`config.mk`:
```
export PLATFORM = sky130hd
export DESIGN_NAME = ievi_top
export DESIGN_NICKNAME = d
export VERILOG_FILES = /design/src/verilog/ievi_pkg.sv /design/src/verilog/ievi_top.sv
export SDC_FILE = /design/constraint.sdc
export NUM_CORES = 1
export LEC_CHECK = 0
export BUFFER_PORTS_ARGS = -buffer_cell sky130_fd_sc_hd__buf_2
export CAP_MARGIN = 20
export CELL_PAD_IN_SITES_DETAIL_PLACEMENT = 0
export CELL_PAD_IN_SITES_GLOBAL_PLACEMENT = 1
export CORE_MARGIN = 8
export CORE_UTILIZATION = 30
export DETAILED_ROUTE_END_ITERATION = 16
export PLACE_DENSITY_LB_ADDON = 0.1
export SLEW_MARGIN = 20
export SYNTH_ARGS = -nofsm -noshare
export SYNTH_HDL_FRONTEND = slang
export SYNTH_SLANG_ARGS = --single-unit
export TNS_END_PERCENT = 30
```
`constraint.sdc`:
```
create_clock -name clk -period 3.9 [get_ports clk]
set_input_delay 0.78 -clock clk [delete_from_list [all_inputs] [get_ports clk]]
set_output_delay 0.78 -clock clk [all_outputs]
set_load 0.1 [all_outputs]
```
`src/verilog/ievi_pkg.sv`:
```
/*
  Package for the event flag and interrupt enable block: register offsets,
  bit positions, reset values and the APB request carrier.
  Assumes a 32-bit APB slave with byte addresses on a 12-bit offset.
*/
package ievi_pkg;

  // ************************************************************
  // register map
  // ************************************************************
  localparam int          ADDR_W             = 12;
  localparam logic [11:0] OFS_START          = 12'h000;
  localparam logic [11:0] OFS_STOP           = 12'h004;
  localparam logic [11:0] OFS_RX_PTR_UPD     = 12'h104;
  localparam logic [11:0] OFS_STOPPED        = 12'h108;
  localparam logic [11:0] OFS_TX_PTR_UPD     = 12'h114;
  localparam logic [11:0] OFS_INT_ENABLE     = 12'h300;
  localparam logic [11:0] OFS_INT_ENABLE_SET = 12'h304;
  localparam logic [11:0] OFS_INT_ENABLE_CLR = 12'h308;
  localparam logic [11:0] OFS_CTRL           = 12'h500;
  localparam logic [11:0] OFS_WORD_COUNT     = 12'h550;

  // ************************************************************
  // field positions and reset values
  // ************************************************************
  localparam int          BIT_RX_PTR_UPD = 1;
  localparam int          BIT_STOPPED    = 2;
  localparam int          BIT_TX_PTR_UPD = 5;
  localparam int          BIT_CTRL_RXEN  = 0;
  localparam int          BIT_CTRL_TXEN  = 1;
  localparam logic [31:0] RST_EVENT      = 32'h0000_0000;
  localparam logic [31:0] RST_INT_ENABLE = 32'h0000_0000;
  localparam logic [31:0] RST_CTRL       = 32'h0000_0000;
  localparam logic [15:0] RST_WORD_COUNT = 16'h0001;
  localparam logic [31:0] INT_MASK       = 32'h0000_0026;
  localparam int          CNT_W          = 16;

  typedef struct packed {
    logic [ADDR_W-1:0] addr;
    logic              write;
    logic [31:0]       wdata;
  } ievi_req_t;

  typedef enum logic [1:0] {
    IEVI_IDLE    = 2'b01,
    IEVI_RUNNING = 2'b10
  } ievi_state_t;

endpackage

```
`src/verilog/ievi_top.sv`:
```
/*
  Event flags, interrupt enables and the small transfer-state machine of an
  audio serial interface, reached over APB.
  Assumes the transfer engine pulses word strobes on clk, one per word sent
  or received, and that APB signals come from logic on the same clock.
*/
`timescale 1ns/1ns

module ievi_top (
  input  wire logic                     clk,         // 20 MHz clock
  input  wire logic                     rst_n,       // sync reset, low
  input  wire logic                     clk_en,      // freezes state when low
  input  wire logic                     psel,        // apb select
  input  wire logic                     penable,     // apb access phase
  input  wire logic                     pwrite,      // apb direction
  input  wire logic [ievi_pkg::ADDR_W-1:0] paddr,    // apb byte address
  input  wire logic [31:0]              pwdata,      // apb write data
  output logic      [31:0]              prdata,      // apb read data
  output logic                          pready,      // apb ready
  output logic                          pslverr,     // apb error
  input  wire logic                     tx_word_sent, // word shifted out
  input  wire logic                     rx_word_recv, // word received
  output logic                          running,     // transfer active
  output logic                          irq          // interrupt request
);
  import ievi_pkg::*;

  // ************************************************************
  // apb decode
  // ************************************************************
  ievi_req_t   req;
  logic        wr_acc;
  logic        rd_acc;
  logic        mapped;
  logic [31:0] wd;

  assign req    = '{addr: paddr, write: pwrite, wdata: pwdata};
  assign wr_acc = psel && penable && req.write && clk_en;
  assign rd_acc = psel && penable && !req.write && clk_en;
  assign wd     = req.wdata;

  always_comb begin
    case (req.addr)
      OFS_START, OFS_STOP, OFS_RX_PTR_UPD, OFS_STOPPED, OFS_TX_PTR_UPD,
      OFS_INT_ENABLE, OFS_INT_ENABLE_SET, OFS_INT_ENABLE_CLR,
      OFS_CTRL, OFS_WORD_COUNT: mapped = 1'b1;
      default: mapped = 1'b0;
    endcase
  end

  // zero wait states; unmapped accesses end with an error
  assign pready  = 1'b1;
  assign pslverr = psel && penable && !mapped;

  // ************************************************************
  // control registers
  // ************************************************************
  logic [1:0]       ctrl_q;
  logic [CNT_W-1:0] word_count_q;
  logic             start_task;
  logic             stop_task;

  assign start_task = wr_acc && req.addr == OFS_START && wd[0];
  assign stop_task  = wr_acc && req.addr == OFS_STOP && wd[0];

  always_ff @(posedge clk) begin
    if (!rst_n) begin
      ctrl_q       <= RST_CTRL[1:0];
      word_count_q <= RST_WORD_COUNT;
    end else if (wr_acc) begin
      if (req.addr == OFS_CTRL) begin
        ctrl_q <= wd[1:0];
      end
      if (req.addr == OFS_WORD_COUNT) begin
        word_count_q <= wd[CNT_W-1:0];
      end
    end
  end

  // ************************************************************
  // transfer state
  // ************************************************************
  ievi_state_t state_q;
  logic        stopped_ev;

  always_ff @(posedge clk) begin
    if (!rst_n) begin
      state_q <= IEVI_IDLE;
    end else if (clk_en) begin
      case (state_q)
        IEVI_IDLE: begin
          if (start_task && !stop_task) begin
            state_q <= IEVI_RUNNING;
          end
        end
        IEVI_RUNNING: begin
          if (stop_task) begin
            state_q <= IEVI_IDLE;
          end
        end
        default: state_q <= IEVI_IDLE;
      endcase
    end
  end

  // stopped is flagged the cycle after the halt takes effect
  always_ff @(posedge clk) begin
    if (!rst_n) begin
      stopped_ev <= 1'b0;
    end else if (clk_en) begin
      stopped_ev <= stop_task;
    end
  end

  assign running = (state_q == IEVI_RUNNING);

  // ************************************************************
  // word counters, one per direction
  // ************************************************************
  logic [1:0] word_in;
  logic [1:0] dir_en;
  logic [1:0] ptr_ev;

  assign word_in = {tx_word_sent, rx_word_recv};
  assign dir_en  = {ctrl_q[BIT_CTRL_TXEN], ctrl_q[BIT_CTRL_RXEN]};

  genvar gi;
  generate
    for (gi = 0; gi < 2; gi++) begin : g_dir
      logic [CNT_W-1:0] cnt_q;
      logic             hit;
      // a word count of zero behaves as one, so the event never stalls
      assign hit = (cnt_q + 16'h0001 >= word_count_q);
      assign ptr_ev[gi] = running && dir_en[gi] && word_in[gi] && hit;
      always_ff @(posedge clk) begin
        if (!rst_n) begin
          cnt_q <= '0;
        end else if (clk_en) begin
          if (!running || !dir_en[gi]) begin
            cnt_q <= '0;
          end else if (word_in[gi]) begin
            cnt_q <= hit ? '0 : cnt_q + 16'h0001;
          end
        end
      end
    end
  endgenerate

  // ************************************************************
  // event flags
  // ************************************************************
  logic [31:0] flags_q;
  logic [31:0] ev_set;

  always_comb begin
    ev_set                 = '0;
    ev_set[BIT_RX_PTR_UPD] = ptr_ev[0];
    ev_set[BIT_STOPPED]    = stopped_ev;
    ev_set[BIT_TX_PTR_UPD] = ptr_ev[1];
  end

  // each flag is its own register; a write stores bit 0, a new event wins
  always_ff @(posedge clk) begin
    if (!rst_n) begin
      flags_q <= RST_EVENT;
    end else if (clk_en) begin
      if (wr_acc && req.addr == OFS_RX_PTR_UPD) begin
        flags_q[BIT_RX_PTR_UPD] <= wd[0];
      end
      if (wr_acc && req.addr == OFS_STOPPED) begin
        flags_q[BIT_STOPPED] <= wd[0];
      end
      if (wr_acc && req.addr == OFS_TX_PTR_UPD) begin
        flags_q[BIT_TX_PTR_UPD] <= wd[0];
      end
      flags_q <= (flags_q | ev_set) & INT_MASK;
      if (wr_acc && req.addr == OFS_RX_PTR_UPD) begin
        flags_q[BIT_RX_PTR_UPD] <= wd[0] | ev_set[BIT_RX_PTR_UPD];
      end
      if (wr_acc && req.addr == OFS_STOPPED) begin
        flags_q[BIT_STOPPED] <= wd[0] | ev_set[BIT_STOPPED];
      end
      if (wr_acc && req.addr == OFS_TX_PTR_UPD) begin
        flags_q[BIT_TX_PTR_UPD] <= wd[0] | ev_set[BIT_TX_PTR_UPD];
      end
    end
  end

  // ************************************************************
  // interrupt enables
  // ************************************************************
  logic [31:0] int_en_q;

  always_ff @(posedge clk) begin
    if (!rst_n) begin
      int_en_q <= RST_INT_ENABLE;
    end else if (wr_acc) begin
      case (req.addr)
        OFS_INT_ENABLE:     int_en_q <= wd & INT_MASK;
        OFS_INT_ENABLE_SET: int_en_q <= int_en_q | (wd & INT_MASK);
        OFS_INT_ENABLE_CLR: int_en_q <= int_en_q & ~wd;
        default:            int_en_q <= int_en_q;
      endcase
    end
  end

  // level interrupt straight from the flag and enable registers
  assign irq = |(flags_q & int_en_q);

  // ************************************************************
  // read data
  // ************************************************************
  always_ff @(posedge clk) begin
    if (!rst_n) begin
      prdata <= '0;
    end else if (psel && !penable && !req.write && clk_en) begin
      case (req.addr)
        OFS_RX_PTR_UPD:     prdata <= {31'h0, flags_q[BIT_RX_PTR_UPD]};
        OFS_STOPPED:        prdata <= {31'h0, flags_q[BIT_STOPPED]};
        OFS_TX_PTR_UPD:     prdata <= {31'h0, flags_q[BIT_TX_PTR_UPD]};
        OFS_INT_ENABLE,
        OFS_INT_ENABLE_SET,
        OFS_INT_ENABLE_CLR: prdata <= int_en_q;
        OFS_CTRL:           prdata <= {30'h0, ctrl_q};
        OFS_WORD_COUNT:     prdata <= {16'h0, word_count_q};
        default:            prdata <= '0;
      endcase
    end
  end

  logic unused_rd;
  assign unused_rd = rd_acc;

endmodule

```
==> impl_metrics.ini <==
[run_status]
outcome = completed

[floorplan]
row_count = 52
boundaryPins = 88
initial_core_util_pct = 30.2
core_area_um2 = 20000
dieWidth_um = 158
dieArea_um2 = 24900
dieHeight_um = 158

[yosys]
ys_seq_area_share_pct = 39.8
async_flop_share_pct = 0
synth_edf_count = 0
synthesis.area_um2 = 6040
synth-seq-cells = 120
yosys.cell_types.count = 62
synthFlopType = dfxtp_1
synth_fp_nets = 792
synth_top_cell_area_share_pct = 39.8
postSynthAreaPerCell_um2 = 8.55
ys.warnings.count = 0
yosys-top-cells-area = dfxtp_1, ha_1, nand2_1, and3_1, o21ai_0
synthCells = 706
synth_top_area_cell = dfxtp_1

[route]
vias_per_cell = 5.11
drtIter0Drc = 284
wl_per_cell_um = 17.5
first_pass_iters = 5
wirelength_um = 18700
ant_nets = 0
dr_total_vias = 5466
drc = 0

[finish]
final_cell_mix = dfxtp_1, buf_2, nand2_1, o21ai_0, nor2_1
fin_nets = 872
layout_commonest_cell = dfxtp_1
final_util_pct = 36.5
area_growth_pct = 20.9
antenna_cells = 0
drive_gt1_share_pct = 19.6

[clock_tree]
post_cts_buffers = 0
post_cts_resized = 0
htreeDepth = 4
cts-hold-fix-buffers = 0
cts_sinks = 120
clock_latency_ps = 420
root_buffer = clkbuf_16
clk_pin_slew_ps = 60
clk_path_buf_depth = 2
cts_made_buffers = 17
cts_tree = done

[worst_setup_path]
cp_cell_sequence = nand3_1, nor3_2, and3_1, nand3_1, xnor2_1, ha_1, nand4_1, or3_4, a2111oi_4, nor3_4, buf_4, a41oi_1, a31oi_1
path_depth = 13
ff2ff_path_depth = 13
crit_family = simple AND/OR/NAND/NOR gates
cp.required_ps = 4190
path_buf_inv = 1
cp-end-kind = flip-flop
crit_path_max_incr_delay_ps = 430
crit_end = g_dir[0].cnt_q[15]
crit_fanout = 25
r2r_start = g_dir[0].cnt_q[2]
cp-start-kind = flip-flop
cp_common_cell = nand3_1
critical_path_class = reg -> reg
worstPathArrival_ps = 3840
r2r_slack_ps = 350
r2r_end = g_dir[0].cnt_q[15]
crit_path_top_delay_cell = dfxtp_1
crit_start = g_dir[0].cnt_q[2]

[power_and_ir_drop]
peakVddDrop_mv = 0.314
power_leakage_nw = 3.06
p_total_mw = 2.90
p_per_area_nw_per_um2 = 397

[timing]
timing.fmax_mhz = 281
fin_crit_ps = 3550
finClkSkew_ps = 11.4
drv_slew = 0
setup_viol = 0
rsz0062_at_grt = false
slew_headroom_pct = 48.0
worstMarginPinSlew_ps = 777
fin_tns_setup_ps = 0
fin_crit_sh_pct = 91.1
finalHoldViolations = 0

[global_route]
grt_max_degree = 44
grt_pass1_wl_um = 30500
overflow = 0
grt_pass1_vias = 5475
antenna_found_initial = 0
gr-usage-all-layers_pct = 15.7

[run]
cap_viol_max_count = 0

[placement]
port-buffer-count = 86
gp_congestion = 0.809
hpwl_um = 13400

[hold_path]
hold_path.class = reg -> reg
==> power breakdown <==
part,leakage (nW),switching (mW),internal (mW)
logic,1.82,0.114,0.0399
registers,0.967,0.00282,1.23
clock network,0.274,0.647,0.865
total,3.06,0.763,2.14
==> sequential cells by signal, indices dropped and copies added (netlist names) <==
name	flops
word_count_q	16
prdata	32
state_q	2
ctrl_q	2
flags_q	3
int_en_q	32
stopped_ev	1
g_dir.cnt_q	32
==> logic make-up (layout without fill, tap and decap cells) <==
| family | count (synthesis) | in the layout | synth area share [%] |
|---|---|---|---|
| other | 1 | 1 | 0.0621 |
| adder cells (fa/ha/maj) | 34 | 34 | 7.04 |
| flip-flops | 120 | 120 | 39.8 |
| AO/OA/AOI/OAI | 173 | 173 | 19.0 |
| multiplexers | 8 | 8 | 1.39 |
| buffers and inverters | 63 | 156 | 4.58 |
| AND/OR/NAND/NOR | 283 | 283 | 24.7 |
| XOR/XNOR | 24 | 24 | 3.48 |
==> area by class of cell <==
type | count | area [um2]
Fill cell | 2148 | 12700
Multi-Input combinational cell | 523 | 3370
Sequential cell | 120 | 2400
Timing Repair Buffer | 101 | 543
Clock buffer | 19 | 453
Tap cell | 270 | 338
Clock inverter | 13 | 110
Inverter | 23 | 86.3
==> metal layers <==
| layer | global-route usage [%] | vias up | wire, um |
|---|---|---|---|
| li1 | - | 2707 | - |
| met1 | 20.8 | 2645 | 9040 |
| met2 | 25.5 | 98 | 8590 |
| met3 | 3.44 | 16 | 849 |
| met4 | 4.08 | 0 | 182 |
| met5 | 0 | - | 0 |
==> cells in the mapped netlist, types with 3 or more instances <==
cell type,count
a211oi_1,3
a21boi_0,14
a21oi_1,40
a221oi_1,16
a22o_1,16
a22oi_1,5
a31oi_1,9
and2_1,7
and3_1,40
and4_1,5
buf_2,8
buf_4,4
clkbuf_1,25
dfxtp_1,120
ha_1,34
inv_1,22
mux2_2,3
mux2i_1,5
nand2_1,84
nand2b_1,9
nand3_1,35
nand4_1,11
nor2_1,46
nor2b_1,3
nor3_1,19
o21a_1,4
o21ai_0,48
or2_2,5
xnor2_1,12
xor2_1,12
==> per-stage QoR <==
stage / std cells / area [um2] / worst slack [ps] / hold slack (ps)
after floorplan: 706 / 6050 / 205 / 443
after global placement: 1037 / 6740 / 464 / 441
after detailed placement: 1037 / 6740 / 359 / 445
after CTS: 1069 / 7300 / 342 / 453
after global routing: 1069 / 7300 / 23.7 / 476
final: 1069 / 7300 / 346 / 449
==> worst reg2reg max path, cell delays in order, from the launching register on <==
cell	delay (ps)
dfxtp_1	430
nand3_1	220
nor3_2	400
and3_1	310
nand3_1	140
xnor2_1	160
ha_1	290
nand4_1	120
or3_4	430
a2111oi_4	360
nor3_4	70
buf_4	220
a41oi_1	230
a31oi_1	50
==> worst min-delay path by stage <==
stage,start,to,slack [ps],cells after the start
finish,prdata[17],prdata[17],450,2
global route,prdata[23],prdata[23],480,2
CTS,prdata[17],prdata[17],450,2
detailed placement,prdata[17],prdata[17],450,2
global placement,prdata[17],prdata[17],440,2
floorplan,int_en_q[16],prdata[16],440,2
No activity file was read; power rests on OpenSTA's default activity.
